## config.mk

```make
export PLATFORM = sky130hd
export DESIGN_NAME = wrc_top
export DESIGN_NICKNAME = d
export VERILOG_FILES = /design/src/wrc_pkg.sv /design/src/wrc_sync_edge.sv /design/src/wrc_top.sv
export SDC_FILE = /design/constraint.sdc
export NUM_CORES = 1
export LEC_CHECK = 0
export BUFFER_PORTS_ARGS = -buffer_cell sky130_fd_sc_hd__clkbuf_2
export CORE_MARGIN = 3
export CORE_UTILIZATION = 60
export CTS_CLUSTER_SIZE = 14
export DETAILED_ROUTE_END_ITERATION = 8
export GPL_TIMING_DRIVEN = 0
export PLACE_DENSITY = 0.81
export RECOVER_POWER = 25
export SETUP_SLACK_MARGIN = 0.15
export SLEW_MARGIN = 20
export SYNTH_ARGS = -nofsm -noshare
export SYNTH_HDL_FRONTEND = slang
export SYNTH_SLANG_ARGS = --single-unit
```

## constraint.sdc

```tcl
create_clock -name i_clk -period 4.1 [get_ports i_clk]
set_input_delay 0.41 -clock i_clk [delete_from_list [all_inputs] [get_ports i_clk]]
set_output_delay 0.41 -clock i_clk [all_outputs]
set_load 0.005 [all_outputs]
```

## src/wrc_pkg.sv

```systemverilog
// Constants, types and register map of the watchdog and reset control block.
// Assumes one 40 MHz clock and a synchronous active-low reset.
package wrc_pkg;
    // ==========================================
    // Register offsets and field layout
    localparam logic [7:0] OFF_WDOG_CTRL = 8'h00;
    localparam logic [7:0] OFF_RST_FLAGS = 8'h01;
    localparam logic [7:0] OFF_LV_CTRL = 8'h02;
    localparam logic [7:0] OFF_STATUS = 8'h03;
    localparam int KEY_LSB = 3;
    localparam int FLG_WDOG_KEY = 0;
    localparam int FLG_LV_KEY = 1;
    localparam int FLG_LV_RST = 2;
    localparam int ST_TIMEOUT = 0;
    localparam int ST_POWERDOWN = 1;
    // ==========================================
    // Reset values and key codes
    localparam logic [7:0] WDOG_CTRL_POR = 8'h53;
    localparam logic [7:0] LV_CTRL_POR = 8'h5a;
    localparam logic [4:0] WDOG_KEY_EN = 5'h0a;
    localparam logic [4:0] WDOG_KEY_DIS = 5'h15;
    localparam logic [7:0] LV_KEY_EN = 8'h5a;
    localparam logic [7:0] LV_KEY_DIS = 8'ha5;
    localparam logic [2:0] FLAGS_POR = 3'h0;
    // ==========================================
    // Timing
    localparam int CLK_FREQ_HZ = 40000000;
    localparam int SLOW_RC_HZ = 32000;
    localparam logic [3:0] PERIOD_BASE_EXP = 4'h8;
    localparam int SOFT_RESET_DELAY_TICKS = 4;
    localparam int LV_FILTER_NS_DEF = 100000;
    // ==========================================
    // Carriers
    typedef struct packed {
        logic wr;
        logic rd;
        logic [7:0] addr;
        logic [7:0] wdata;
    } wrc_bus_s;
    typedef struct packed {
        logic halt;
        logic clear_watchdog_instr;
        logic sleep;
    } wrc_core_s;
    typedef struct packed {
        logic full;
        logic pc_sp;
    } wrc_rst_s;
    typedef enum logic [1:0] {
        SR_IDLE = 2'b00,
        SR_WAIT = 2'b01,
        SR_FIRE = 2'b11
    } wrc_sr_e;
endpackage

```

## src/wrc_sync_edge.sv

```systemverilog
// Two-flop synchroniser with a rising-edge pulse on the clean side.
// Assumes the input is asynchronous to i_clk and slower than it.
`timescale 1ns/10ps
`default_nettype none
module wrc_sync_edge (
    input wire logic i_clk,
    input wire logic i_rst_n,
    input wire logic i_async,
    output logic o_level,
    output logic o_rise
);
    logic meta_r;
    logic sync_r;
    logic last_r;

    // ==========================================
    // Only sync_r reads meta_r; the edge compare looks at later stages
    always_ff @(posedge i_clk)
    begin
        if (!i_rst_n)
        begin
            meta_r <= 1'b0;
            sync_r <= 1'b0;
            last_r <= 1'b0;
        end
        else
        begin
            meta_r <= i_async;
            sync_r <= meta_r;
            last_r <= sync_r;
        end
    end

    assign o_level = sync_r;
    assign o_rise = sync_r & ~last_r;
endmodule
`default_nettype wire

```

## src/wrc_top.sv

```systemverilog
// Watchdog timer with key-protected control and the supervisory reset logic.
// Assumes the core gives one-cycle halt and clear pulses and a sleep level.
// How it works
// Watchdog counts ticks of the slow RC clock, dividing by 2^8 to 2^15.
// Period select n gives a time-out of 2^(8+n) slow ticks.
// Enable key 10101B disables the watchdog, 01010B enables it.
// Any other enable key gives full reset after soft delay, sets key flag.
// Watchdog key flag is set by hardware only, cleared by writing zero.
// Power-on loads enable key 01010B so the watchdog runs.
// Overflow in normal run gives full reset and sets time-out flag.
// Overflow in sleep sets time-out flag and resets only PC and SP.
// Counter cleared by bad key, clear instruction, halt, overflow or low-voltage reset.
// Software must clear the watchdog before its time-out expires.
// Power-on reset holds full reset: PC zero, port registers high.
// Low supply gives reset only if it lasts beyond the filter time.
// A valid low-voltage reset sets the low-voltage reset flag.
// Select key 01011010B enables low-voltage reset, 10100101B disables it.
// Other select key gives reset after soft delay, sets its key flag.
// Power-on loads select key 01011010B.
// Low-voltage detection is off in sleep or idle.
// Upper five bits of the flag register read zero.
// Halt sets power-down, clears time-out flag and watchdog counter.
// Power-down flag cleared at power-up and by the clear instruction.
// Low-voltage flags cleared only by software writing zero.
// Soft reset delay is a parameter counted in slow ticks.
// Stored keys compared to both valid codes every cycle.
//
// Decided for this implementation: strobed register access and the address map.
`timescale 1ns/10ps
`default_nettype none
module wrc_top #(
    parameter int LV_FILTER_NS = wrc_pkg::LV_FILTER_NS_DEF,
    parameter int SOFT_DELAY_TICKS = wrc_pkg::SOFT_RESET_DELAY_TICKS
) (
    input wire logic i_clk,
    input wire logic i_rst_n,
    input wire logic i_slow_rc_clk,
    input wire logic i_low_supply,
    input wire wrc_pkg::wrc_core_s i_core,
    input wire wrc_pkg::wrc_bus_s i_bus,
    output logic [7:0] o_rd_data,
    output wrc_pkg::wrc_rst_s o_rst,
    output logic o_timeout_flag,
    output logic o_powerdown_flag
);
    // ==========================================
    // Derived counts
    localparam int LV_FILTER_CYC = (LV_FILTER_NS * (wrc_pkg::CLK_FREQ_HZ / 1000000) + 999) / 1000;
    localparam logic [19:0] LV_SAT = 20'(LV_FILTER_CYC + 1);
    localparam logic [7:0] SR_LAST = 8'(SOFT_DELAY_TICKS - 1);

    logic [7:0] wd_ctrl_r;
    logic [7:0] lv_ctrl_r;
    logic [2:0] flags_r;
    logic [14:0] wd_cnt_r;
    logic [19:0] lv_cnt_r;
    logic [7:0] sr_cnt_r;
    logic sr_wd_r;
    logic sr_lv_r;
    wrc_pkg::wrc_sr_e sr_state_r;
    wrc_pkg::wrc_sr_e sr_state_nxt;
    logic slow_tick;
    logic low_lvl;
    logic [4:0] wd_key;
    logic [2:0] wd_sel;
    logic wd_en;
    logic wd_bad;
    logic lv_bad;
    logic wd_clr;
    logic wd_ovf;
    logic lv_active;
    logic lv_fire;
    logic sr_fire;
    logic full_req;
    logic pcsp_req;
    logic [14:0] limit_m1;
    logic wr_flags;

    // ==========================================
    // Pin synchronisers: slow RC clock edge and low-supply level
    wrc_sync_edge u_slow_sync (
        .i_clk(i_clk),
        .i_rst_n(i_rst_n),
        .i_async(i_slow_rc_clk),
        .o_level(),
        .o_rise(slow_tick)
    );

    wrc_sync_edge u_low_sync (
        .i_clk(i_clk),
        .i_rst_n(i_rst_n),
        .i_async(i_low_supply),
        .o_level(low_lvl),
        .o_rise()
    );

    // ==========================================
    // Key decode, checked every cycle so a flipped bit is caught at once
    assign wd_key = wd_ctrl_r[7:wrc_pkg::KEY_LSB];
    assign wd_sel = wd_ctrl_r[wrc_pkg::KEY_LSB-1:0];
    assign wd_en = (wd_key == wrc_pkg::WDOG_KEY_EN);
    assign wd_bad = !wd_en && (wd_key != wrc_pkg::WDOG_KEY_DIS);
    assign lv_bad = (lv_ctrl_r != wrc_pkg::LV_KEY_EN) && (lv_ctrl_r != wrc_pkg::LV_KEY_DIS);
    assign sr_fire = (sr_state_r == wrc_pkg::SR_FIRE);
    assign wr_flags = i_bus.wr && (i_bus.addr == wrc_pkg::OFF_RST_FLAGS);

    // Terminal count for the selected period, 2^(8+n) ticks
    assign limit_m1 = 15'((16'h0001 << (wrc_pkg::PERIOD_BASE_EXP + {1'b0, wd_sel})) - 16'h0001);

    // ==========================================
    // Reset requests; a sleeping overflow only restarts PC and SP
    assign wd_ovf = wd_en && slow_tick && (wd_cnt_r == limit_m1) && !wd_clr;
    assign lv_active = (lv_ctrl_r == wrc_pkg::LV_KEY_EN) && !i_core.sleep && low_lvl;
    assign lv_fire = lv_active && (lv_cnt_r == 20'(LV_FILTER_CYC));
    assign full_req = sr_fire || lv_fire || (wd_ovf && !i_core.sleep);
    assign pcsp_req = wd_ovf && i_core.sleep;
    assign wd_clr = wd_bad || i_core.clear_watchdog_instr || i_core.halt || sr_fire || lv_fire;

    // ==========================================
    // Watchdog counter; a disabled watchdog holds its value unless cleared
    always_ff @(posedge i_clk)
    begin
        if (!i_rst_n)
            wd_cnt_r <= '0;
        else if (wd_clr || wd_ovf)
            wd_cnt_r <= '0;
        else if (wd_en && slow_tick)
            wd_cnt_r <= wd_cnt_r + 15'h0001;
    end

    // ==========================================
    // Low-supply filter; saturates so one dip gives one reset
    always_ff @(posedge i_clk)
    begin
        if (!i_rst_n)
            lv_cnt_r <= '0;
        else if (!lv_active)
            lv_cnt_r <= '0;
        else if (lv_cnt_r != LV_SAT)
            lv_cnt_r <= lv_cnt_r + 20'h00001;
    end

    // ==========================================
    // Soft reset sequencer after a corrupted key
    always_comb
    begin
        sr_state_nxt = sr_state_r;
        unique case (sr_state_r)
            wrc_pkg::SR_IDLE:
                if (wd_bad || lv_bad)
                    sr_state_nxt = wrc_pkg::SR_WAIT;
            wrc_pkg::SR_WAIT:
                if (slow_tick && (sr_cnt_r == SR_LAST))
                    sr_state_nxt = wrc_pkg::SR_FIRE;
            wrc_pkg::SR_FIRE:
                sr_state_nxt = wrc_pkg::SR_IDLE;
            default:
                sr_state_nxt = wrc_pkg::SR_IDLE;
        endcase
    end

    always_ff @(posedge i_clk)
    begin
        if (!i_rst_n)
            sr_state_r <= wrc_pkg::SR_IDLE;
        else
            sr_state_r <= sr_state_nxt;
    end

    // Delay counter and the source of the pending soft reset
    always_ff @(posedge i_clk)
    begin
        if (!i_rst_n)
        begin
            sr_cnt_r <= '0;
            sr_wd_r <= 1'b0;
            sr_lv_r <= 1'b0;
        end
        else if (sr_state_r == wrc_pkg::SR_IDLE)
        begin
            sr_cnt_r <= '0;
            sr_wd_r <= wd_bad;
            sr_lv_r <= lv_bad;
        end
        else if (sr_state_r == wrc_pkg::SR_WAIT)
        begin
            sr_wd_r <= sr_wd_r | wd_bad;
            sr_lv_r <= sr_lv_r | lv_bad;
            if (slow_tick)
                sr_cnt_r <= sr_cnt_r + 8'h01;
        end
    end

    // ==========================================
    // Control registers; a hardware restore beats a same-cycle write
    always_ff @(posedge i_clk)
    begin
        if (!i_rst_n)
            wd_ctrl_r <= wrc_pkg::WDOG_CTRL_POR;
        else if (full_req)
            wd_ctrl_r <= wrc_pkg::WDOG_CTRL_POR;
        else if (i_bus.wr && (i_bus.addr == wrc_pkg::OFF_WDOG_CTRL))
            wd_ctrl_r <= i_bus.wdata;
    end

    // Low-voltage key survives its own reset, not a key or run-mode watchdog reset
    always_ff @(posedge i_clk)
    begin
        if (!i_rst_n)
            lv_ctrl_r <= wrc_pkg::LV_CTRL_POR;
        else if (sr_fire || (wd_ovf && !i_core.sleep))
            lv_ctrl_r <= wrc_pkg::LV_CTRL_POR;
        else if (i_bus.wr && (i_bus.addr == wrc_pkg::OFF_LV_CTRL))
            lv_ctrl_r <= i_bus.wdata;
    end

    // ==========================================
    // Reset source flags; set wins over a clearing write
    always_ff @(posedge i_clk)
    begin
        if (!i_rst_n)
            flags_r <= wrc_pkg::FLAGS_POR;
        else
        begin
            if (sr_fire && sr_wd_r)
                flags_r[wrc_pkg::FLG_WDOG_KEY] <= 1'b1;
            else if (wr_flags && !i_bus.wdata[wrc_pkg::FLG_WDOG_KEY])
                flags_r[wrc_pkg::FLG_WDOG_KEY] <= 1'b0;
            if (sr_fire && sr_lv_r)
                flags_r[wrc_pkg::FLG_LV_KEY] <= 1'b1;
            else if (wr_flags && !i_bus.wdata[wrc_pkg::FLG_LV_KEY])
                flags_r[wrc_pkg::FLG_LV_KEY] <= 1'b0;
            if (lv_fire)
                flags_r[wrc_pkg::FLG_LV_RST] <= 1'b1;
            else if (wr_flags && !i_bus.wdata[wrc_pkg::FLG_LV_RST])
                flags_r[wrc_pkg::FLG_LV_RST] <= 1'b0;
        end
    end

    // ==========================================
    // Status flags: time-out and power-down
    always_ff @(posedge i_clk)
    begin
        if (!i_rst_n)
        begin
            o_timeout_flag <= 1'b0;
            o_powerdown_flag <= 1'b0;
        end
        else
        begin
            if (wd_ovf)
                o_timeout_flag <= 1'b1;
            else if (i_core.halt)
                o_timeout_flag <= 1'b0;
            if (i_core.halt)
                o_powerdown_flag <= 1'b1;
            else if (i_core.clear_watchdog_instr)
                o_powerdown_flag <= 1'b0;
        end
    end

    // ==========================================
    // Reset outputs; full reset is held through power-on reset so the core
    // zeroes its PC and drives all port data and direction bits high
    always_ff @(posedge i_clk)
    begin
        if (!i_rst_n)
        begin
            o_rst.full <= 1'b1;
            o_rst.pc_sp <= 1'b1;
        end
        else
        begin
            o_rst.full <= full_req;
            o_rst.pc_sp <= pcsp_req || full_req;
        end
    end

    // ==========================================
    // Read port: data stands only in the cycle after the strobe
    always_ff @(posedge i_clk)
    begin
        if (!i_rst_n || !i_bus.rd)
            o_rd_data <= 8'h00;
        else
        begin
            unique case (i_bus.addr)
                wrc_pkg::OFF_WDOG_CTRL: o_rd_data <= wd_ctrl_r;
                wrc_pkg::OFF_RST_FLAGS: o_rd_data <= {5'h00, flags_r};
                wrc_pkg::OFF_LV_CTRL: o_rd_data <= lv_ctrl_r;
                wrc_pkg::OFF_STATUS: o_rd_data <= {6'h00, o_powerdown_flag, o_timeout_flag};
                default: o_rd_data <= 8'h00;
            endcase
        end
    end

    // ==========================================
    // Checks
    wd_run_rst_a: assert property (@(posedge i_clk) disable iff (!i_rst_n)
        wd_ovf && !i_core.sleep |=> o_rst.full && o_timeout_flag)
        else $error("watchdog overflow in run gave no full reset");

    wd_sleep_rst_a: assert property (@(posedge i_clk) disable iff (!i_rst_n)
        wd_ovf && i_core.sleep |=> o_rst.pc_sp && !o_rst.full && o_timeout_flag)
        else $error("sleeping overflow reset wrong");

    wd_dis_hold_a: assert property (@(posedge i_clk) disable iff (!i_rst_n)
        (wd_key == wrc_pkg::WDOG_KEY_DIS) && !wd_clr |=> $stable(wd_cnt_r))
        else $error("disabled watchdog counted");

    wd_clr_cnt_a: assert property (@(posedge i_clk) disable iff (!i_rst_n)
        i_core.clear_watchdog_instr || i_core.halt |=> wd_cnt_r == 15'h0000)
        else $error("counter not cleared");

    key_fire_a: assert property (@(posedge i_clk) disable iff (!i_rst_n)
        sr_fire && sr_wd_r |=> o_rst.full && flags_r[wrc_pkg::FLG_WDOG_KEY]
            && (wd_ctrl_r == wrc_pkg::WDOG_CTRL_POR))
        else $error("bad key reset missing");

    key_start_a: assert property (@(posedge i_clk) disable iff (!i_rst_n)
        (sr_state_r == wrc_pkg::SR_IDLE) && lv_bad |=> sr_state_r == wrc_pkg::SR_WAIT)
        else $error("bad select key not caught");

    lv_filter_a: assert property (@(posedge i_clk) disable iff (!i_rst_n)
        lv_fire |-> $past(lv_active) && $past(lv_active, 2))
        else $error("low supply reset without persistence");

    lv_flag_a: assert property (@(posedge i_clk) disable iff (!i_rst_n)
        lv_fire |=> o_rst.full && flags_r[wrc_pkg::FLG_LV_RST])
        else $error("low voltage reset flag not set");

    lv_sleep_off_a: assert property (@(posedge i_clk) disable iff (!i_rst_n)
        i_core.sleep |-> !lv_fire ##1 (!lv_fire)[*2])
        else $error("low voltage reset in sleep");

    halt_flags_a: assert property (@(posedge i_clk) disable iff (!i_rst_n)
        i_core.halt && !wd_ovf |=> o_powerdown_flag && !o_timeout_flag)
        else $error("halt flags wrong");

    clr_pdf_a: assert property (@(posedge i_clk) disable iff (!i_rst_n)
        i_core.clear_watchdog_instr && !i_core.halt |=> !o_powerdown_flag)
        else $error("power-down flag not cleared");

    flag_upper_a: assert property (@(posedge i_clk) disable iff (!i_rst_n)
        i_bus.rd && (i_bus.addr == wrc_pkg::OFF_RST_FLAGS) |=> o_rd_data[7:3] == 5'h00)
        else $error("flag register upper bits not zero");

    por_keys_a: assert property (@(posedge i_clk) disable iff (!i_rst_n)
        $rose(i_rst_n) |-> wd_en && (lv_ctrl_r == wrc_pkg::LV_KEY_EN) && o_rst.full)
        else $error("power-on keys wrong");

    flag_keep_a: assert property (@(posedge i_clk) disable iff (!i_rst_n)
        flags_r[wrc_pkg::FLG_LV_RST] && !wr_flags |=> flags_r[wrc_pkg::FLG_LV_RST])
        else $error("low voltage flag cleared by hardware");
endmodule
`default_nettype wire

```

Yosys cells after proc, flatten, opt, wreduce, memory -nomap -nowiden
Index checks and enable logic that the tools add are counted.
{"block": "totals", "register_bits": 83, "input_bits": 25, "out_inout_bits": 12}
{"block": "classes", "mux": 18, "n_eq_ne": 16, "shift": 1, "n_bitwise": 5, "addsub": 5, "reduce_logical": 53}
{"cell": "case mux 8 bit (4 select lines)", "count": 1}
{"cell": "equality test 8 x 2 -> 1 bit (second input constant)", "count": 3}
{"cell": "adder 20 x 1 -> 20 bit (second input constant)", "count": 1}
{"cell": "equality test 20 x 12 -> 1 bit (second input constant)", "count": 1}
{"cell": "inequality test 20 x 12 -> 1 bit (second input constant)", "count": 1}
{"cell": "logical AND 1 bit", "count": 19}
{"cell": "adder 15 x 1 -> 15 bit (second input constant)", "count": 1}
{"cell": "equality test 15 bit", "count": 1}
{"cell": "<< shifter 1 x 4 -> 15 bit (first input constant)", "count": 1}
{"cell": "subtractor 15 x 1 -> 15 bit (second input constant)", "count": 1}
{"cell": "2-to-1 mux 1 bit", "count": 14}
{"cell": "nonzero test 2 bit", "count": 6}
{"cell": "logical OR 1 bit", "count": 11}
{"cell": "adder 8 x 1 -> 8 bit (second input constant)", "count": 1}
{"cell": "equality test 8 x 1 -> 1 bit (second input constant)", "count": 1}
{"cell": "equality test 8 x 7 -> 1 bit (second input constant)", "count": 1}
{"cell": "logical NOT 1 bit", "count": 8}
{"cell": "logical NOT 8 bit", "count": 1}
{"cell": "inequality test 8 x 7 -> 1 bit (second input constant)", "count": 1}
{"cell": "inequality test 8 bit (second input constant)", "count": 1}
{"cell": "OR reduction 2 bit", "count": 4}
{"cell": "AND reduction 2 bit", "count": 3}
{"cell": "equality test 5 x 4 -> 1 bit (second input constant)", "count": 1}
{"cell": "inequality test 5 bit (second input constant)", "count": 1}
{"cell": "10 further kinds", "count": 14}

Logic depth before layout (Yosys ltp)
Gate-level depths: netlist of run 1.
{"block": "depth", "depth_word": 12, "mapped_depth": 7, "depth_no_buf": 6}

Modules after synthesis
A second synthesis of run 1 with hierarchy kept.
{"block": "unflattened", "cells_unflattened": 427, "area_unflattened_um2": 3920.0}
{"mod": "wrc_top", "cells_each": 413, "instances": 1, "area_per_inst_um2": 3734.8}
{"mod": "wrc_sync_edge", "cells_each": 7, "instances": 2, "area_per_inst_um2": 92.6}

Least setup slack after synthesis of run 1
No wires, ideal clock.
{"block": "synth_path", "path_kind": "input to register", "startpoint": "in i_bus[11] (netlist bit)", "endpoint": "reg lv_ctrl_r[0]", "arrival_ns": 1.747, "cell_stages": 5, "slack_ns": 2.229, "setup_time_ns": 0.125, "path_cell_list": "nor4_1 -> nand4_2 -> mux2_2 -> nand2_1 -> a21oi_1"}
{"block": "synth_via", "elab_chain_cells": 2}
{"element": "from (decl)", "line": "wrc_top.sv:40", "rtl": "input wire wrc_pkg::wrc_bus_s i_bus,"}
{"element": "equality test 8 x 2 -> 1 bit", "line": "wrc_top.sv:213", "rtl": "else if (i_bus.wr && (i_bus.addr == wrc_pkg::OFF_LV_CTRL))"}
{"element": "logical AND 1 bit", "line": "wrc_top.sv:213"}
{"element": "to (signal assigned)", "line": "wrc_top.sv:210", "rtl": "lv_ctrl_r <= wrc_pkg::LV_CTRL_POR;"}
{"element": "to (signal assigned)", "line": "wrc_top.sv:212", "rtl": "lv_ctrl_r <= wrc_pkg::LV_CTRL_POR;"}
{"element": "to (signal assigned)", "line": "wrc_top.sv:214", "rtl": "lv_ctrl_r <= i_bus.wdata;"}
{"element": "to (decl)", "line": "wrc_top.sv:53", "rtl": "logic [7:0] lv_ctrl_r;"}
No other way between the ends.
A chain may end at the register's enable or synchronous reset.

Final worst setup path of run 1
{"block": "layout_path", "startpoint": "reg wd_ctrl_r[5]", "endpoint": "reg wd_cnt_r[14]"}
{"block": "layout_via", "elab_chain_cells": 11, "elab_cells_between_ends": 14, "classes_between": "eq/ne (2); reduce/logical (12)"}
{"element": "from (decl)", "line": "wrc_top.sv:52", "rtl": "logic [7:0] wd_ctrl_r;"}
{"element": "from (signal assigned)", "line": "wrc_top.sv:199", "rtl": "wd_ctrl_r <= wrc_pkg::WDOG_CTRL_POR;"}
{"element": "from (signal assigned)", "line": "wrc_top.sv:201", "rtl": "wd_ctrl_r <= wrc_pkg::WDOG_CTRL_POR;"}
{"element": "from (signal assigned)", "line": "wrc_top.sv:203", "rtl": "wd_ctrl_r <= i_bus.wdata;"}
{"element": "equality test 5 x 4 -> 1 bit", "line": "wrc_top.sv:101", "rtl": "assign wd_en = (wd_key == wrc_pkg::WDOG_KEY_EN);"}
{"element": "logical NOT 1 bit", "line": "wrc_top.sv:102", "rtl": "assign wd_bad = !wd_en && (wd_key != wrc_pkg::WDOG_KEY_DIS);"}
{"element": "logical AND 1 bit", "line": "wrc_top.sv:102"}
{"element": "logical OR 1 bit (4 in series)", "line": "wrc_top.sv:117", "rtl": "assign wd_clr = wd_bad || i_core.clear_watchdog_instr || i_core.halt || sr_fire || lv_fire;"}
{"element": "logical NOT 1 bit", "line": "wrc_top.sv:112", "rtl": "assign wd_ovf = wd_en && slow_tick && (wd_cnt_r == limit_m1) && !wd_clr;"}
{"element": "logical AND 1 bit", "line": "wrc_top.sv:112"}
{"element": "logical OR 1 bit", "line": "wrc_top.sv:125", "rtl": "else if (wd_clr || wd_ovf)"}
{"element": "OR reduction 2 bit (no source line)"}
{"element": "to (signal assigned)", "line": "wrc_top.sv:128", "rtl": "wd_cnt_r <= wd_cnt_r + 15'h0001;"}
{"element": "to (decl)", "line": "wrc_top.sv:55", "rtl": "logic [14:0] wd_cnt_r;"}
Several ways; a longest one is shown, not always the timed one.

==> flow_summary_export.csv, run 1 <==
group,metric,value,unit
setup_path,required,4.37,ns
drt,viasPerCell,5.95,
layout,diodes,0,
yosys,synth-edff-count,0,
yosys,async_flop_share,0,%
sta,slew-limit-headroom,50.5,%
power_and_ir_drop,ir_drop,244,µV
yosys,yosysTopAreaCell,"dfxtp_1",
layout,nNetsFinal,485,
die,core,6100,µm²
yosys,yosysWarnings,0,
setup_path,critPathLaunchType,"flop",
place,place_congestion,0.922,
sta,fmax,472,MHz
yosys,yosys.area_share.adder,1.61,%
drt,drtAntennaViolNets,0,
sta,rsz0062_at_grt,"false",
setup_path,critPathMaxFanout,10,
layout,fill_cells,489,
sta,tightest_slew,0.735,ns
yosys,synth_fp_nets,439,
yosys,synth_top_family_by_area,"simple AND/OR/NAND/NOR gates",
yosys,synth_mux_area_share,7.82,%
run,cap_violations,0,
yosys,synth_xor_area_share,8.33,%
sta,slew_violations,0,
drt,drtIter0Drc,136,
setup_path,crit_path_end_kind,"flop",
yosys,synth_top_cells_by_count,"dfxtp_1 (83), nor2_1 (41), xnor2_1 (22)",
drt,wl_met2,4040,µm
die,start_util,63.8,%
drt,totalWireLength,8190,µm
setup_path,crit_arrival,2.39,ns
grt,grt_pass1_wl,13900,µm
grt,grt_pass1_vias,3000,
drt,route.met3.wl,400,µm
grt,grt_overflow_total,0,
sta,min_period,2.12,ns
yosys,seq_area_frac_synth,42.7,%
drt,route.vias.total,3177,
cts,cts_setup_buffers,0,
die,die_h,86.5,µm
cts,cts_resized,0,
cts,clockBufferDepth,2,
yosys,ys_types,59,
setup_path,slowest_delay,0.40,ns
cts,htreeDepth,3,
setup_path,slowest_stage,"a2111oi_4",
place,numPortBuffers,35,
sta,setup-tns-final,0,ns
setup_path,critical_path_class,"reg -> reg",
grt,grt_max_degree,13,
cts,cts_hold_buf,0,
power_and_ir_drop,power_density,327,nW/µm²
yosys,yosysMostFrequentCell,"dfxtp_1",
setup_path,setup.worst_path.start,"wd_ctrl_r[5]$_SDFFE_PP0P_",
worst_hold_path,hold_path.class,"in -> reg",
setup_path,crit_end,"wd_cnt_r[14]$_SDFFE_PP0P_",
die,dieArea,7480,µm²
cts,clock_latency,0.35,ns
yosys,syn_area,3890,µm²
yosys,synth.area.top_cells,"dfxtp_1 (43%), mux2i_1 (5.4%), xnor2_1 (5.0%)",
yosys,synth_cells,409,
yosys,synth_compound_area_share,9.72,%
sta,fin_worst_skew,0.00809,ns
layout,area_growth,11.0,%
cts,cts_tree,"done",
setup_path,rr_endpoint,"wd_cnt_r[14]$_SDFFE_PP0P_",
yosys,synth-seq-cells,83,
setup_path,timing.rr.start,"wd_ctrl_r[5]$_SDFFE_PP0P_",
setup_path,r2r_cells,6,
die,die_w,86.5,µm
drt,wl_met1,3610,µm
status,status,"completed",
drt,top_layer_used,"met4",
die,row_count,28,
drt,post_drt_wl_per_cell,15.3,µm
cts,cts_buffers,9,
cts,clockRootBuffer,"clkbuf_8",
place,hpwl,6010,µm
cts,path_clk_slew,0.08,ns
power_and_ir_drop,power.leakage,1.59,nW
grt,antenna_found_initial,0,
setup_path,r2r_slack,1.98,ns
sta,period_share,51.7,%
yosys,synthFlopType,"dfxtp_1",
drt,drt-pass1-iter-count,4,
cts,cts_sinks,83,
yosys,yosys.area_share.simple,25.9,%
sta,finalSetupViolCount,0,
die,io_pins,37,
yosys,yosysTopAreaCellShare,42.7,%
grt,track_usage,23.2,%
yosys,avgSynthCellArea,9.51,µm²
setup_path,path_cells,"and4bb_1 > mux2i_1 > a2111oi_4 > nand3_2 > buf_2 > nor3_1",
sta,worst_hold_slack,0.282,ns
layout,layout-drive-gt1-share,15.7,%
sta,hold_viol,0,
drt,drc_errors,0,
## flip-flops by register name, summed over array words and instances, names as in the netlist, 2 cells and up
name / count
sr_state_r: 2
o_rd_data: 8
lv_cnt_r: 20
wd_cnt_r: 15
o_rst: 2
flags_r: 3
lv_ctrl_r: 8
wd_ctrl_r: 8
sr_cnt_r: 8
## power by group
group / internal, W / switching [W]
Combinational: 0.0000236 / 0.0000300
Sequential: 0.000810 / 0.00000265
Clock: 0.000277 / 0.000268
Total: 0.00111 / 0.000301
## routing by layer
layer | track usage (%) | vias to the layer above
met2 | 38.5 | 80
met5 | 0 | -
met1 | 29.8 | 1518
met3 | 4.28 | 15
met4 | 9.07 | 0
li1 | - | 1564
## through the flow
stage	worst slack, ns	instances	area (µm²)	util [%]	power (W)
after floorplan	2.23	409	3890	-	0.000860
after global placement	1.93	519	4160	68.2	0.000884
after detailed placement	1.89	519	4160	68.2	0.000885
after CTS	2.00	534	4330	71.1	0.00143
after global routing	1.79	534	4320	70.8	0.00146
final	1.98	534	4320	70.8	0.00141
## cell type report
| cell class | instances | area [µm²] | area share (%) |
|---|---|---|---|
| plain buffers | 17 | 103 | 2.38 |
| clock buffers | 12 | 135 | 3.13 |
| clock inverters | 3 | 40.0 | 0.928 |
| inverters | 10 | 37.5 | 0.870 |
| multi-input cells | 299 | 2070 | 48.0 |
| flip-flops and latches | 83 | 1660 | 38.5 |
| well taps | 75 | 93.8 | 2.17 |
| repair buffers | 35 | 173 | 4.00 |
## worst max-delay path: cells and delay by family, from the launching register on
family	cells	cell delay, ns
compound gates	1	0.40
buf+inv	1	0.25
flops	1	0.36
mux	1	0.22
simple gates	3	0.80
## layout by cell type, fill, tap and decap left out, drive strengths merged, types with 5 or more instances in the layout
cell	instances
a21boi	5
a21oi	12
and2	10
and4	7
buf	8
clkbuf	55
dfxtp	83
ha	5
inv	10
mux2i	21
nand2	18
nand2b	5
nand3	14
nand4	19
nor2	41
nor2b	8
nor3	21
nor4	6
nor4bb	6
o211ai	9
o21ai	13
or3	7
xnor2	22
xor2	15
## cells by family (layout without fill, tap and decap cells)
| logic type | Yosys count | after routing |
|---|---|---|
| compound gates | 54 | 54 |
| buf+inv | 27 | 77 |
| fa+ha+maj | 5 | 5 |
| simple gates | 176 | 176 |
| xor+xnor | 37 | 37 |
| flops | 83 | 83 |
| mux | 27 | 27 |
## worst min-delay path by stage
stage,start,endpoint,slack [ns],cells past startpoint
2_1_floorplan,u_low_sync.meta_r$_SDFF_PN0_,u_low_sync.o_level$_SDFF_PN0_,0.41,1
6_report,i_slow_rc_clk,u_slow_sync.meta_r$_SDFF_PN0_,0.28,2
5_1_grt,i_slow_rc_clk,u_slow_sync.meta_r$_SDFF_PN0_,0.30,2
3_3_place_gp,u_low_sync.meta_r$_SDFF_PN0_,u_low_sync.o_level$_SDFF_PN0_,0.42,1
4_1_cts,i_slow_rc_clk,u_slow_sync.meta_r$_SDFF_PN0_,0.27,2
3_5_place_dp,u_slow_sync.meta_r$_SDFF_PN0_,u_slow_sync.o_level$_SDFF_PN0_,0.42,1
Power figures use the tool's default switching activity.
==> inputs of run 2 (changes only) <==
--- a/config.mk
+++ b/config.mk
@@ -7,11 +7,11 @@
 export LEC_CHECK = 0
 export BUFFER_PORTS_ARGS = -buffer_cell sky130_fd_sc_hd__clkbuf_2
 export CORE_MARGIN = 3
-export CORE_UTILIZATION = 60
+export CORE_UTILIZATION = 53
 export CTS_CLUSTER_SIZE = 14
 export DETAILED_ROUTE_END_ITERATION = 8
 export GPL_TIMING_DRIVEN = 0
-export PLACE_DENSITY = 0.81
+export PLACE_DENSITY = 0.75
 export RECOVER_POWER = 25
 export SETUP_SLACK_MARGIN = 0.15
 export SLEW_MARGIN = 20
==> constraint.sdc (replaced) <==
create_clock -name i_clk -period 1.9 [get_ports i_clk]
set_input_delay 0.19 -clock i_clk [delete_from_list [all_inputs] [get_ports i_clk]]
set_output_delay 0.19 -clock i_clk [all_outputs]
set_load 0.005 [all_outputs]
==> flow_summary_export.csv, run 2 (same netlist as run 1, synthesis figures left out) <==
group,metric,value,unit
sta,hold_viol,0,
layout,nNetsFinal,510,
sta,min_period,1.90,ns
sta,slew_violations,0,
power_and_ir_drop,switchingPower,0.000729,W
grt,antenna_found_initial,0,
place,place_congestion,0.860,
die,core,6940,µm²
worst_hold_path,hold_path.class,"in -> reg",
setup_path,timing.rr.start,"wd_ctrl_r[5]$_SDFFE_PP0P_",
grt,track_usage,22.1,%
drt,viasPerCell,5.77,
die,die_h,91.7,µm
setup_path,rr_endpoint,"lv_ctrl_r[3]$_SDFFE_PP1P_",
layout,top_register,"lv_cnt_r",
drt,drt-pass1-iter-count,5,
layout,diodes,0,
cts,cts_tree,"done",
sta,fin_worst_skew,0.0104,ns
status,status,"completed",
drt,totalWireLength,9400,µm
layout,final_common_cell,"dfxtp_1",
layout,utilization,71.0,%
layout,area_growth,26.8,%
worst_hold_path,holdPathEnd,"u_slow_sync.meta_r$_SDFF_PN0_",
power_and_ir_drop,power.leakage,1.86,nW
layout,layout-drive-gt1-share,32.0,%
place,dp_slack,-0.182,ns
drt,route.vias.total,3350,
power_and_ir_drop,internal_power,0.00268,W
grt,grt_max_degree,15,
place,hpwl,6050,µm
setup_path,r2r_slack,0.004,ns
die,dieArea,8400,µm²
drt,post_drt_wl_per_cell,16.2,µm
layout,largest_reg_flops,20,
cts,clockRootBuffer,"clkbuf_8",
cts,cts_sinks,83,
setup_path,required,2.17,ns
layout,multi_input_area,2320,µm²
grt,grt_pass1_wl,14900,µm
power_and_ir_drop,p_comb_share,4.1,%
cts,clockBufferDepth,2,
die,start_util,56.0,%
layout,reg_top3,"lv_cnt_r: 20 flops, wd_cnt_r: 15 flops",
sta,tightest_slew,0.649,ns
power_and_ir_drop,p_sw_share,21.4,%
setup_path,crit_arrival,2.17,ns
cts,htreeDepth,3,
place,numPortBuffers,35,
setup_path,critical_path_class,"reg -> reg",
worst_hold_path,hold_depth,2,
setup_path,critPathLaunchType,"flop",
power_and_ir_drop,power_frac_clock,44.6,%
sta,slew-limit-headroom,56.7,%
layout,fill_cells,537,
grt,grt_overflow_total,0,
cts,clock_latency,0.36,ns
die,die_w,91.7,µm
sta,finalSetupViolCount,0,
worst_hold_path,min_from,"i_slow_rc_clk",
cts,cts_buffers,9,
setup_path,crit_path_end_kind,"flop",
grt,grt_pass1_vias,3140,
die,io_pins,37,
sta,setup_slack,0.00424,ns
die,row_count,30,
layout,final_cell_mix,"dfxtp_1 (65), nor2_1 (41), clkbuf_2 (30), buf_4 (23), xnor2_1 (22)",
setup_path,critPathMaxFanout,5,
run,cap_violations,0,
cts,path_clk_slew,0.09,ns
sta,period_share,99.8,%
power_and_ir_drop,power_density,691,nW/µm²
sta,rsz0062_at_grt,"true",
power_and_ir_drop,ir_drop,392,µV
power_and_ir_drop,pwr-share-seq,51.4,%
drt,drc_errors,0,
drt,drtAntennaViolNets,0,
sta,fmax,527,MHz
drt,drtIter0Drc,151,
setup_path,r2r_cells,7,
layout,seqCellArea,1690,µm²
## run 2: changes by cell type in the layout (fill, tap and decap cells not counted), moves of 4 or more
cell / change
buf_4: +22
nor4bb_1: -4
a211oi_1: -4
nor3_2: +12
a211oi_2: +4
dfxtp_2: +16
buf_6: +5
dfxtp_1: -18
a21oi_2: +4
nor3_1: -14
a21oi_1: -4
nor4_1: -4
## run 2: critical path: stages, from the launching register on
cell	delay [ns]
dfxtp_2	0.34
and4bb_4	0.36
mux2i_2	0.12
a2111oi_4	0.37
nand4_1	0.14
buf_4	0.19
buf_6	0.13
o211ai_1	0.16
## run 2: area by class of cell
cell class / instances / area share (%)
Tap cell: 96 / 2.44
Inverter: 10 / 0.761
Sequential cell: 83 / 34.2
Buffer: 17 / 2.99
Multi-Input combinational cell: 299 / 47.1
Timing Repair Buffer: 60 / 7.53
Clock inverter: 6 / 2.31
Clock buffer: 10 / 2.59
## run 2: worst max path at each step
stage | startpoint | end | cells after the start
after floorplan | wd_ctrl_r[1]$_SDFFE_PP1P_ | wd_ctrl_r[2]$_SDFFE_PP0P_ | 7
after global placement | wd_ctrl_r[7]$_SDFFE_PP0P_ | lv_ctrl_r[6]$_SDFFE_PP1P_ | 6
after detailed placement | wd_ctrl_r[7]$_SDFFE_PP0P_ | lv_ctrl_r[4]$_SDFFE_PP1P_ | 6
after CTS | wd_ctrl_r[3]$_SDFFE_PP0P_ | wd_ctrl_r[4]$_SDFFE_PP1P_ | 6
after global routing | wd_ctrl_r[5]$_SDFFE_PP0P_ | lv_ctrl_r[3]$_SDFFE_PP1P_ | 7
final | wd_ctrl_r[5]$_SDFFE_PP0P_ | lv_ctrl_r[3]$_SDFFE_PP1P_ | 7
## run 2: what timing repair did
action                     in CTS  in global routing
gates resized for setup        39                 54
buffers inserted               11                 11
setup endpoints to repair      49                 56
hold buffers                    0                  0
gates cloned                    1                  2
pin swaps                      19                 29
## run 2: metrics by stage
step           power (W)  area [µm²]  setup TNS [ns]  std cells  hold slack (ns)
6_report         0.00341        4930               0        581           0.0398
4_1_cts          0.00342        4660               0        568           0.0298
2_1_floorplan    0.00186        3890               0        409            0.314
3_5_place_dp     0.00191        4180           -3.95        540            0.402
5_1_grt          0.00352        4930          -0.863        581           0.0362
3_3_place_gp     0.00191        4180           -3.75        540            0.406
## run 2: power by group through the flow
stage          combinational (W)  sequential, W  clock (W)
2_1_floorplan          0.0000635        0.00179          0
3_3_place_gp            0.000116        0.00179          0
3_5_place_dp            0.000117        0.00179          0
4_1_cts                 0.000126        0.00175    0.00154
5_1_grt                 0.000150        0.00175    0.00162
6_report                0.000138        0.00175    0.00152
## run 2: metal layers
| layer | vias to the layer above | routed length (µm) | global-route usage (%) | part of all wire [%] |
|---|---|---|---|---|
| met2 | 88 | 4610 | 36.2 | 49 |
| met3 | 20 | 486 | 3.77 | 5.2 |
| met5 | - | 0 | 0 | 0 |
| li1 | 1614 | - | - | - |
| met1 | 1628 | 4120 | 27.9 | 44 |
| met4 | 0 | 185 | 11.2 | 2.0 |
==> inputs of run 3 (changes only) <==
--- a/config.mk
+++ b/config.mk
@@ -5,6 +5,7 @@
 export SDC_FILE = /design/constraint.sdc
 export NUM_CORES = 1
 export LEC_CHECK = 0
+export ABC_AREA = 1
 export BUFFER_PORTS_ARGS = -buffer_cell sky130_fd_sc_hd__clkbuf_2
 export CORE_MARGIN = 3
 export CORE_UTILIZATION = 53
==> flow_summary_export.csv, run 3 <==
group,metric,value,unit
sta,fmax,602,MHz
setup_path,required,2.16,ns
yosys,yosysWarnings,0,
die,io_pins,37,
yosys,yosysMostFrequentCell,"nand2_1",
run,cap_violations,0,
yosys,syn_area,4090,µm²
cts,cts_buffers,9,
sta,slew-limit-headroom,52.9,%
layout,seqCellArea,1670,µm²
die,row_count,31,
drt,totalWireLength,8740,µm
yosys,synth-seq-cells,83,
yosys,avgSynthCellArea,6.92,µm²
die,dieArea,8800,µm²
setup_path,crit_arrival,1.92,ns
cts,cts_sinks,83,
sta,setup-tns-final,0,ns
drt,drc_errors,0,
grt,grt_pass1_wl,14600,µm
power_and_ir_drop,ir_drop,341,µV
yosys,async_flop_share,0,%
setup_path,crit_path_end_kind,"flop",
layout,final_common_cell,"nand2_1",
cts,clockBufferDepth,2,
cts,cts_tree,"done",
setup_path,r2r_cells,7,
grt,grt_overflow_total,0,
setup_path,critPathMaxFanout,10,
drt,drtIter0Drc,166,
layout,layout-drive-gt1-share,13.8,%
drt,viasPerCell,5.07,
sta,tightest_slew,0.702,ns
cts,path_clk_slew,0.09,ns
layout,area_growth,15.3,%
power_and_ir_drop,power.leakage,1.90,nW
layout,reg_top3,"lv_cnt_r: 20 flops, wd_cnt_r: 15 flops",
yosys,synthFlopType,"dfxtp_1",
sta,fin_worst_skew,0.0137,ns
power_and_ir_drop,power_density,680,nW/µm²
cts,htreeDepth,3,
yosys,ys_types,38,
drt,drt-pass1-iter-count,5,
yosys,yosysTopAreaCellShare,40.7,%
layout,largest_reg_flops,20,
sta,period_share,87.4,%
drt,drtAntennaViolNets,0,
drt,route.vias.total,3766,
yosys,seq_area_frac_synth,40.7,%
grt,grt_max_degree,15,
sta,slew_violations,0,
layout,nNetsFinal,669,
place,hpwl,6490,µm
layout,final_cell_mix,"nand2_1 (140), inv_1 (97), dfxtp_1 (80), nor2_1 (72), nand3_1 (40)",
yosys,synth-edff-count,0,
grt,antenna_found_initial,0,
worst_hold_path,hold_depth,3,
sta,rsz0062_at_grt,"true",
yosys,yosysTopAreaCell,"dfxtp_1",
layout,top_register,"lv_cnt_r",
layout,fill_cells,678,
sta,finalSetupViolCount,0,
worst_hold_path,hold_path.class,"in -> reg",
yosys,synth_cells,590,
cts,clockRootBuffer,"clkbuf_8",
drt,post_drt_wl_per_cell,11.8,µm
yosys,synth.area.top_cells,"dfxtp_1 (41%), nand2_1 (13%), inv_1 (9.0%)",
grt,track_usage,20.6,%
die,die_w,93.8,µm
cts,clock_latency,0.35,ns
grt,grt_pass1_vias,3416,
place,place_congestion,0.879,
layout,multi_input_area,2070,µm²
die,core,7370,µm²
die,start_util,55.4,%
cts,cts_hold_buf,0,
yosys,synth_fp_nets,620,
layout,diodes,0,
setup_path,critical_path_class,"reg -> reg",
layout,utilization,63.9,%
yosys,synth_top_cells_by_count,"nand2_1 (141), inv_1 (98), dfxtp_1 (83)",
sta,hold_viol,0,
die,die_h,93.8,µm
setup_path,critPathLaunchType,"flop",
status,status,"completed",
place,numPortBuffers,35,
sta,min_period,1.66,ns
==> run 3: cell count changes after synthesis, sizes merged, moves of 15 or more <==
| cell | change |
|---|---|
| nand3 | +29 |
| a21oi | +16 |
| nand2 | +127 |
| nor2 | +43 |
| o21ai | +15 |
| inv | +89 |
| mux2i | -19 |
| xnor2 | -16 |
==> run 3: stage by stage <==
stage	std cells	total power, W	setup slack (ns)	hold WS [ns]	instance area [µm²]
after floorplan	590	0.00185	0.313	0.288	4090
after global placement	724	0.00191	0.0652	0.371	4380
after detailed placement	724	0.00191	0.0363	0.383	4380
after CTS	742	0.00323	0.158	0.00979	4640
after global routing	743	0.00332	0.128	0.0153	4710
final	743	0.00320	0.239	0.0233	4710
==> run 3: path summary, 6_finish.rpt <==
path	startpoint	end	slack, ns
worst min-delay path	i_slow_rc_clk	u_slow_sync.meta_r$_SDFF_PN0_	0.02
worst max-delay path	wd_ctrl_r[5]$_SDFFE_PP0P_	wd_ctrl_r[3]$_SDFFE_PP0P_	0.24
worst min register to register	u_slow_sync.meta_r$_SDFF_PN0_	u_slow_sync.o_level$_SDFF_PN0_	0.43
worst max register to register	wd_ctrl_r[5]$_SDFFE_PP0P_	wd_ctrl_r[3]$_SDFFE_PP0P_	0.24
==> run 3: logic make-up (layout without fill, tap and decap cells) <==
kind of cell	Yosys count	count (layout)	synth area share, %
AOI/OAI and AO/OA	68	68	8.97
xor gates and xnor gates	18	18	3.86
adders and majority gates	5	5	1.53
buffers and inverters	108	162	10.5
DFF	83	83	40.7
muxes	2	2	0.490
and+or+nand+nor	306	306	33.9
==> run 3: worst max-delay path, cell delays in order, from the launching register on <==
cell,delay [ns]
dfxtp_1,0.35
nand3b_1,0.26
o22ai_2,0.25
nand2_1,0.14
nor2_4,0.20
nand3_4,0.17
nand2_2,0.15
nor2_1,0.05
==> run 3: layer usage <==
metal / vias to the layer above / wire length [µm] / track usage (%)
li1: 1952 / - / -
met1: 1692 / 3900 / 26.3
met2: 106 / 4140 / 33.8
met3: 16 / 529 / 4.25
met4: 0 / 165 / 8.42
met5: - / 0 / 0
==> run 3: what timing repair did <==
action,in CTS,in global routing
gates resized for setup,6,18
pin swaps,1,4
endpoints found under the hold margin,0,0
gates cloned,0,0
setup buffers,2,1
setup endpoints to repair,16,31
==> run 3: where the power goes <==
group / switching (W) / internal (W) / total (W)
Clock: 0.000642 / 0.000684 / 0.00133
Sequential: 0.00000563 / 0.00175 / 0.00175
Combinational: 0.0000763 / 0.0000455 / 0.000122
Total: 0.000724 / 0.00248 / 0.00320
==> run 3: layout make-up <==
type / count / share of cell area (%)
clock buffers: 11 / 3.21
inverters: 99 / 7.94
flip-flops and latches: 83 / 35.4
well taps: 99 / 2.63
plain buffers: 9 / 1.38
clock inverters: 5 / 1.30
multi-input cells: 399 / 43.9
repair buffers: 38 / 4.28
